--- src/verilog/synth_ctrl_regs.vh ---
// Behaviour
// - direction low shortens, high lengthens delay
// - strobe rise requests, fall applies step
// - chip enable low: power-down, registers reset
// - global power-down keeps register contents
// - lock indicator high while loop locked and not powered down
// - select bit picks data pin or output
// - adc clock divided, at most 400 kHz
// - temperature result is eight bits wide
// - select low frames burst, rising-edge sampling
// - three-wire default; output released when deselected
`ifndef SYNTH_CTRL_REGS_VH
`define SYNTH_CTRL_REGS_VH
`define CLK_FREQ_HZ 50000000
`define ADC_CLK_MAX_HZ 400000
`define ADC_DIV_IN_MAX_HZ 125000000
`define ADC_DIV_CYCLES ((`CLK_FREQ_HZ + `ADC_CLK_MAX_HZ - 1) / `ADC_CLK_MAX_HZ)
`define TEMP_BITS 8
`define DELAY_BITS 12
`define DELAY_RESET 12'h800
`define CFG_BITS 8
`define CFG_RESET 8'h00
`define CFG_FOUR_WIRE 0
`define CFG_GLOBAL_PD 1
`define SER_ADDR_CFG 7'h00
`define SER_ADDR_TEMP 7'h01
`define SER_ADDR_DELAY 7'h02
`endif

--- src/verilog/temp_adc_sampler.v ---
`timescale 1ns/10ps
`include "synth_ctrl_regs.vh"
module temp_adc_sampler #(
	parameter DIV_CYCLES = `ADC_DIV_CYCLES,
	parameter TEMP_W = `TEMP_BITS
) (
	input wire clk_in,
	input wire rst_in,
	input wire enable_in,
	input wire [TEMP_W-1:0] sample_in,
	output reg [TEMP_W-1:0] result_out
);
	reg [15:0] div_q;
	localparam [31:0] DIV_LAST = DIV_CYCLES - 1;
	wire adc_tick = ({16'h0000, div_q} == DIV_LAST);
	// with the default DIV_CYCLES the divider enable pulse never exceeds the adc clock ceiling
	always @(posedge clk_in) begin
		if (rst_in || !enable_in) begin
			div_q <= 16'h0000;
		end else if (adc_tick) begin
			div_q <= 16'h0000;
		end else begin
			div_q <= div_q + 16'h0001;
		end
	end
	// eight-bit conversion result held between conversions
	always @(posedge clk_in) begin
		if (rst_in) begin
			result_out <= {TEMP_W{1'b0}};
		end else if (enable_in && adc_tick) begin
			result_out <= sample_in;
		end
	end
endmodule

--- src/verilog/synth_ctrl.v ---
`timescale 1ns/10ps
`include "synth_ctrl_regs.vh"
module synth_ctrl #(
	parameter DELAY_W = `DELAY_BITS,
	parameter ADC_DIV = `ADC_DIV_CYCLES
) (
	// clock and reset
	input wire MCLK_IN,
	input wire SYS_RST_IN,
	// chip enable
	input wire CHIP_ENABLE_IN,
	// delay step pins
	input wire DELAY_DIRECTION_IN,
	input wire DELAY_STEP_STROBE_IN,
	// analog status
	input wire PLL_LOCKED_IN,
	input wire [7:0] TEMP_SAMPLE_IN,
	// serial port
	input wire SERIAL_SELECT_N_IN,
	input wire SERIAL_CLK_IN,
	input wire SERIAL_DATA_IN,
	output reg SERIAL_DATA_OUT,
	output reg SERIAL_DATA_OE_OUT,
	output reg SERIAL_OUT_OUT,
	output reg SERIAL_OUT_OE_OUT,
	// device state
	output reg LOCK_INDICATOR_OUT,
	output reg POWERED_DOWN_OUT,
	output reg [DELAY_W-1:0] DELAY_SETTING_OUT
);
	// strobe tracker states
	localparam [0:0] STB_IDLE = 1'h0;
	localparam [0:0] STB_ARMED = 1'h1;
	// serial frame states
	localparam [1:0] SER_IDLE = 2'h0;
	localparam [1:0] SER_CMD = 2'h1;
	localparam [1:0] SER_DATA = 2'h2;
	localparam [1:0] SER_DONE = 2'h3;
	// pin 0 is the shared data pin, pin 1 the separate four-wire output
	localparam PIN_COUNT = 2;

	reg strobe_q;
	reg stb_state_q;
	reg stb_state_d;
	reg [DELAY_W-1:0] delay_d;
	reg sclk_q;
	reg [1:0] ser_state_q;
	reg [1:0] ser_state_d;
	reg [`CFG_BITS-1:0] cfg_q;
	reg [`CFG_BITS-1:0] cfg_d;
	reg [4:0] bit_cnt_q;
	reg [4:0] bit_cnt_d;
	reg [15:0] shift_q;
	reg rd_q;
	reg rd_d;
	reg [7:0] rd_data_q;
	reg [7:0] rd_data_d;
	wire [PIN_COUNT-1:0] pin_data;
	wire [PIN_COUNT-1:0] pin_oe;
	wire [7:0] temp_val;

	function edge_up;
		input level;
		input prev;
		begin
			edge_up = level && !prev;
		end
	endfunction

	function edge_down;
		input level;
		input prev;
		begin
			edge_down = !level && prev;
		end
	endfunction

	function [DELAY_W-1:0] step_delay;
		input [DELAY_W-1:0] cur;
		input lengthen;
		begin
			if (lengthen) begin
				step_delay = cur + {{(DELAY_W-1){1'b0}}, 1'b1};
			end else begin
				step_delay = cur - {{(DELAY_W-1){1'b0}}, 1'b1};
			end
		end
	endfunction

	wire regs_rst = SYS_RST_IN || !CHIP_ENABLE_IN;
	wire pd = !CHIP_ENABLE_IN || cfg_q[`CFG_GLOBAL_PD];
	wire four_wire = cfg_q[`CFG_FOUR_WIRE];
	wire stb_rise = edge_up(DELAY_STEP_STROBE_IN, strobe_q);
	wire stb_fall = edge_down(DELAY_STEP_STROBE_IN, strobe_q);
	wire sclk_rise = edge_up(SERIAL_CLK_IN, sclk_q);
	wire sclk_fall = edge_down(SERIAL_CLK_IN, sclk_q);
	wire [15:0] shift_d = {shift_q[14:0], SERIAL_DATA_IN};
	// bits past the sixteenth are ignored
	wire take_bit = sclk_rise && !SERIAL_SELECT_N_IN && ser_state_q != SER_DONE;
	wire send_bit = sclk_fall && !SERIAL_SELECT_N_IN && rd_q && ser_state_q == SER_DATA;

	function [7:0] read_mux;
		input [6:0] addr;
		input [`CFG_BITS-1:0] cfg;
		input [7:0] temp;
		input [DELAY_W-1:0] dly;
		begin
			case (addr)
				`SER_ADDR_CFG: read_mux = cfg;
				`SER_ADDR_TEMP: read_mux = temp;
				`SER_ADDR_DELAY: read_mux = dly[DELAY_W-1:DELAY_W-8];
				default: read_mux = 8'h00;
			endcase
		end
	endfunction

	temp_adc_sampler #(
		.DIV_CYCLES(ADC_DIV),
		.TEMP_W(`TEMP_BITS)
	) u_adc (
		.clk_in(MCLK_IN),
		.rst_in(regs_rst),
		.enable_in(!pd),
		.sample_in(TEMP_SAMPLE_IN),
		.result_out(temp_val)
	);

	// rising edge arms, falling edge applies one step
	always @* begin
		stb_state_d = stb_state_q;
		delay_d = DELAY_SETTING_OUT;
		case (stb_state_q)
			STB_IDLE: begin
				if (stb_rise) begin
					stb_state_d = STB_ARMED;
				end
			end
			STB_ARMED: begin
				if (stb_fall) begin
					stb_state_d = STB_IDLE;
					delay_d = step_delay(DELAY_SETTING_OUT, DELAY_DIRECTION_IN);
				end
			end
			default: begin
				stb_state_d = STB_IDLE;
			end
		endcase
	end

	always @(posedge MCLK_IN) begin
		if (regs_rst) begin
			strobe_q <= 1'b0;
			stb_state_q <= STB_IDLE;
			DELAY_SETTING_OUT <= `DELAY_RESET;
		end else begin
			strobe_q <= DELAY_STEP_STROBE_IN;
			stb_state_q <= stb_state_d;
			DELAY_SETTING_OUT <= delay_d;
		end
	end

	always @(posedge MCLK_IN) begin
		if (SYS_RST_IN) begin
			LOCK_INDICATOR_OUT <= 1'b0;
			POWERED_DOWN_OUT <= 1'b1;
		end else begin
			LOCK_INDICATOR_OUT <= PLL_LOCKED_IN && !pd;
			POWERED_DOWN_OUT <= pd;
		end
	end

	wire [7:0] rd_word = read_mux(shift_d[6:0], cfg_q, temp_val, DELAY_SETTING_OUT);

	// serial frame: r/w bit, 7-bit address, 8 data bits, msb first
	always @* begin
		ser_state_d = ser_state_q;
		bit_cnt_d = bit_cnt_q;
		rd_d = rd_q;
		rd_data_d = rd_data_q;
		cfg_d = cfg_q;
		if (SERIAL_SELECT_N_IN) begin
			ser_state_d = SER_IDLE;
			bit_cnt_d = 5'h00;
			rd_d = 1'b0;
		end else begin
			case (ser_state_q)
				SER_IDLE, SER_CMD: begin
					if (sclk_rise) begin
						bit_cnt_d = bit_cnt_q + 5'h01;
						ser_state_d = SER_CMD;
						if (bit_cnt_q == 5'h07) begin
							ser_state_d = SER_DATA;
							rd_d = shift_d[7];
							rd_data_d = rd_word;
						end
					end
				end
				SER_DATA: begin
					if (sclk_rise) begin
						bit_cnt_d = bit_cnt_q + 5'h01;
						if (bit_cnt_q == 5'h0F) begin
							ser_state_d = SER_DONE;
							if (!shift_q[14] && shift_q[13:7] == `SER_ADDR_CFG) begin
								cfg_d = shift_d[7:0];
							end
						end
					end
					if (send_bit) begin
						rd_data_d = {rd_data_q[6:0], 1'b0};
					end
				end
				SER_DONE: begin
					ser_state_d = SER_DONE;
				end
				default: begin
					ser_state_d = SER_IDLE;
				end
			endcase
		end
	end

	always @(posedge MCLK_IN) begin
		if (regs_rst) begin
			sclk_q <= 1'b0;
			ser_state_q <= SER_IDLE;
			cfg_q <= `CFG_RESET;
			bit_cnt_q <= 5'h00;
			shift_q <= 16'h0000;
			rd_q <= 1'b0;
			rd_data_q <= 8'h00;
		end else begin
			sclk_q <= SERIAL_CLK_IN;
			ser_state_q <= ser_state_d;
			cfg_q <= cfg_d;
			bit_cnt_q <= bit_cnt_d;
			rd_q <= rd_d;
			rd_data_q <= rd_data_d;
			if (take_bit) begin
				shift_q <= shift_d;
			end
		end
	end

	// one read-data driver per pin; only the pin picked by the mode bit drives
	genvar pin;
	generate
		for (pin = 0; pin < PIN_COUNT; pin = pin + 1) begin : g_pin
			reg data_q;
			reg oe_q;
			wire chosen = (pin == 1) ? four_wire : !four_wire;
			always @(posedge MCLK_IN) begin
				if (regs_rst) begin
					data_q <= 1'b0;
					oe_q <= 1'b0;
				end else if (SERIAL_SELECT_N_IN) begin
					oe_q <= 1'b0;
				end else if (send_bit && chosen) begin
					data_q <= rd_data_q[7];
					oe_q <= 1'b1;
				end
			end
			assign pin_data[pin] = data_q;
			assign pin_oe[pin] = oe_q;
		end
	endgenerate

	// pins come straight from the per-pin flip-flops
	always @* begin
		SERIAL_DATA_OUT = pin_data[0];
		SERIAL_DATA_OE_OUT = pin_oe[0];
		SERIAL_OUT_OUT = pin_data[1];
		SERIAL_OUT_OE_OUT = pin_oe[1];
	end
endmodule

--- config.mk ---
export PLATFORM = sky130hd
export DESIGN_NAME = synth_ctrl
export DESIGN_NICKNAME = d
export VERILOG_FILES = /design/src/verilog/temp_adc_sampler.v /design/src/verilog/synth_ctrl.v
export VERILOG_INCLUDE_DIRS = /design/src /design/src/verilog
export SDC_FILE = /design/constraint.sdc
export NUM_CORES = 1
export LEC_CHECK = 0
export BUFFER_PORTS_ARGS = -buffer_cell sky130_fd_sc_hd__buf_2
export CAP_MARGIN = 20
export CORE_UTILIZATION = 40
export CTS_BUF_LIST = sky130_fd_sc_hd__clkbuf_8
export CTS_CLUSTER_SIZE = 8
export DETAILED_ROUTE_END_ITERATION = 8
export HOLD_SLACK_MARGIN = 0.05
export PLACE_DENSITY_LB_ADDON = 0.2
export SLEW_MARGIN = 20
export SYNTH_ARGS = -nofsm -noshare
export SYNTH_HDL_FRONTEND = slang
export SYNTH_SLANG_ARGS = --single-unit
--- constraint.sdc ---
create_clock -name MCLK_IN -period 2.3 [get_ports MCLK_IN]
set_clock_uncertainty 0.05 [all_clocks]
set_input_delay 0.115 -clock MCLK_IN [delete_from_list [all_inputs] [get_ports MCLK_IN]]
set_output_delay 0.115 -clock MCLK_IN [all_outputs]
set_load 0.03 [all_outputs]
==> flow_metrics.tcl <==
set metrics [dict create \
    status "finished, final reports clean" \
    drcViolationCount 0 \
    grt_pass1_vias 3107 \
    max-clock-path-buffers 2 \
    core_area_mm2 0.009729 \
    slew-limit-headroom 0.6631 \
    cpPeakStageDelay_ps 450 \
    synthCells 460 \
    die_area_mm2 0.01043 \
    cts_setup_buffers 0 \
    critPathSlowestCell "and4_1" \
    vdd_ir_drop_max_uv 396.0 \
    fmax_ghz 0.4942 \
    grt_pass1_wl_um 15010 \
    cp-end-kind "register" \
    p_per_area_mw_per_mm2 603.8 \
    clkTransAtPathRegs_ps 90 \
    boundaryPins 35 \
    period_needed_ps 2023 \
    yosysSeqAreaShare 0.4195 \
    n_antenna_cell 0 \
    timing_max_transition_violations_final 0 \
    area_delta_synth_final_pct 16.23 \
    timing.max_cap.violations 0 \
    drive_gt1_frac 0.1378 \
    vias_per_cell 5.119 \
    cp_common_cell "ha_1" \
    numCtsBuffers 9 \
    io_buffers 34 \
    hold_violations 0 \
    grt_usage 0.1854 \
    cts_tree "built" \
    synth_flop_cell "dfxtp_1" \
    dr.pass1.iters 5 \
    clock_latency_ps 360 \
    place_congestion 0.8560 \
    die-width_um 102.1 \
    power.total_uw 2814 \
    antenna_found_initial 0 \
    final_common_cell "dfxtp_1" \
    criticalPathCategory "register to register" \
    start_util 0.4120 \
    worstPathRequired_ps 2540 \
    h-tree-depth 3 \
    rows 36 \
    rsz0062_at_grt "no" \
    synth_area_mm2 0.004009 \
    path_cells "ha_1 > and3_1 > ha_1 > nor4b_1 > and4_1 > nand2_1 > a21oi_1" \
    critPathLaunchType "register" \
    async_flop_share 0 \
    wl_per_cell_um 13.49 \
    crit_fanout 8 \
    setup-violations-final 0 \
    tightest_slew_ps 504.2 \
    fin_nets 536 \
    ys_warn_count 0 \
    p_leak_uw 0.001749 \
    arrival_ps 2260 \
    setup-tns-final_ps 0 \
    synth_edf_count 0 \
    avgSynthCellArea_um2 8.715 \
    grt.overflow.total 0 \
    grt_max_degree 41 \
    fin_crit_sh 0.8798 \
    ys_types 48 \
    ant_nets 0 \
    drt_first_iter_violations 109 \
    wl_um 8645 \
    hpwl_um 6163 \
    synth_seq_cells 84 \
    final_cell_mix "dfxtp_1, nor2_1, nand2_1, mux2i_1" \
    clock-root-buffer "clkbuf_8" \
    die_y_um 102.1 \
    syn_nets 492 \
    vias 3281 \
    clock_sinks 84 \
    hold_path.class "primary input to register" \
]
## stage by stage
| step | cell area, um2 | hold WS, ps | cells | setup WS [ps] | util |
|---|---|---|---|---|---|
| final | 4659 | 101.7 | 641 | 276.5 | 0.4789 |
| after global routing | 4659 | 99.62 | 641 | 101.8 | 0.4789 |
| after CTS | 4654 | 95.59 | 641 | 161.2 | 0.4784 |
| after detailed placement | 4322 | 274.8 | 615 | 125.0 | 0.4442 |
| after global placement | 4322 | 268.3 | 615 | 192.3 | 0.4442 |
| after floorplan | 4009 | 186.7 | 460 | 167.4 | - |
## layer usage
metal | routed length [um] | vias up | part of all wire | GRT usage
met5 | 0 | - | 0 | 0
met4 | 128 | 0 | 0.015 | 0.06593
met3 | 231 | 10 | 0.027 | 0.03899
met2 | 3955 | 34 | 0.46 | 0.2974
met1 | 4329 | 1539 | 0.50 | 0.2466
li1 | - | 1698 | - | -
## kinds of logic (layout without fill, tap and decap cells)
| kind of cell | count (synthesis) | count (layout) | synth area share |
|---|---|---|---|
| simple gates | 189 | 189 | 0.2303 |
| compound gates | 86 | 86 | 0.1376 |
| flops | 84 | 84 | 0.4195 |
| mux | 37 | 37 | 0.09239 |
| buf+inv | 33 | 81 | 0.03652 |
| xor+xnor | 16 | 16 | 0.03496 |
| fa+ha+maj | 15 | 15 | 0.04869 |
## area by class of cell
| type | instances | area, um2 |
|---|---|---|
| Clock buffer | 10 | 137.6 |
| Clock inverter | 5 | 85.08 |
| Timing Repair Buffer | 56 | 362.8 |
| Sequential cell | 84 | 1682 |
| Tap cell | 133 | 166.4 |
| Inverter | 10 | 37.54 |
| Multi-Input combinational cell | 343 | 2188 |
| Fill cell | 959 | 5070 |
## path summary, 6_finish.rpt
| path | startpoint | end | slack, ps | cells after the start |
|---|---|---|---|---|
| min reg2reg | SERIAL_OUT_OE_OUT$_SDFFE_PP0P_ | SERIAL_OUT_OE_OUT$_SDFFE_PP0P_ | 400 | 2 |
| min | CHIP_ENABLE_IN | POWERED_DOWN_OUT$_SDFF_PP1_ | 100 | 4 |
| max reg2reg | bit_cnt_q[0]$_SDFFE_PP0P_ | cfg_q[0]$_SDFFE_PP0P_ | 280 | 7 |
| max | bit_cnt_q[0]$_SDFFE_PP0P_ | cfg_q[0]$_SDFFE_PP0P_ | 280 | 7 |
## critical path, delay by kind of cell, from the launching register on
family | cells | cell delay (ps)
AO/OA/AOI/OAI | 1 | 170
adder cells (fa/ha/maj) | 2 | 360
flip-flops | 1 | 380
AND/OR/NAND/NOR | 4 | 1010
## power by group
group / internal (uW) / switching, uW
Clock: 641 / 552
Combinational: 64.5 / 88.7
Sequential: 1460 / 7.02
Total: 2170 / 647
## state kept, by name, summed over array words and instances (netlist names)
name / flops
sclk_q: 1
u_adc.result_out: 8
POWERED_DOWN_OUT: 1
SERIAL_OUT_OUT: 1
ser_state_q: 2
strobe_q: 1
SERIAL_OUT_OE_OUT: 1
rd_data_q: 8
LOCK_INDICATOR_OUT: 1
cfg_q: 8
bit_cnt_q: 5
SERIAL_DATA_OUT: 1
u_adc.div_q: 16
DELAY_SETTING_OUT: 12
shift_q: 15
SERIAL_DATA_OE_OUT: 1
stb_state_q: 1
rd_q: 1
## cell usage after synthesis (3+ instances only)
cell type,count,area [um2]
mux2i_1,37,370.4
nor2b_1,7,43.79
and4_1,5,43.79
xor2_1,10,87.58
nand4_1,9,56.30
nand2b_1,6,37.54
a211oi_1,9,67.56
buf_1,3,11.26
or3_1,7,43.79
buf_2,6,30.03
a22oi_1,7,52.55
a21oi_1,34,170.2
ha_1,14,175.2
nand2_1,50,187.7
xnor2_1,6,52.55
o21a_1,3,22.52
clkbuf_1,12,45.04
and2_1,3,18.77
o21ai_0,17,85.08
nor3_1,7,35.03
dfxtp_1,84,1682
nor2_1,63,236.5
inv_1,10,37.54
nand3_1,10,50.05
and3_1,8,50.05
## what timing repair did
action,in CTS,in global routing
endpoints found under the setup margin,0,1
hold buffers,11,0
gates resized for setup,0,1
endpoints found under the hold margin,12,0
No activity file was read; power rests on OpenSTA's default activity.
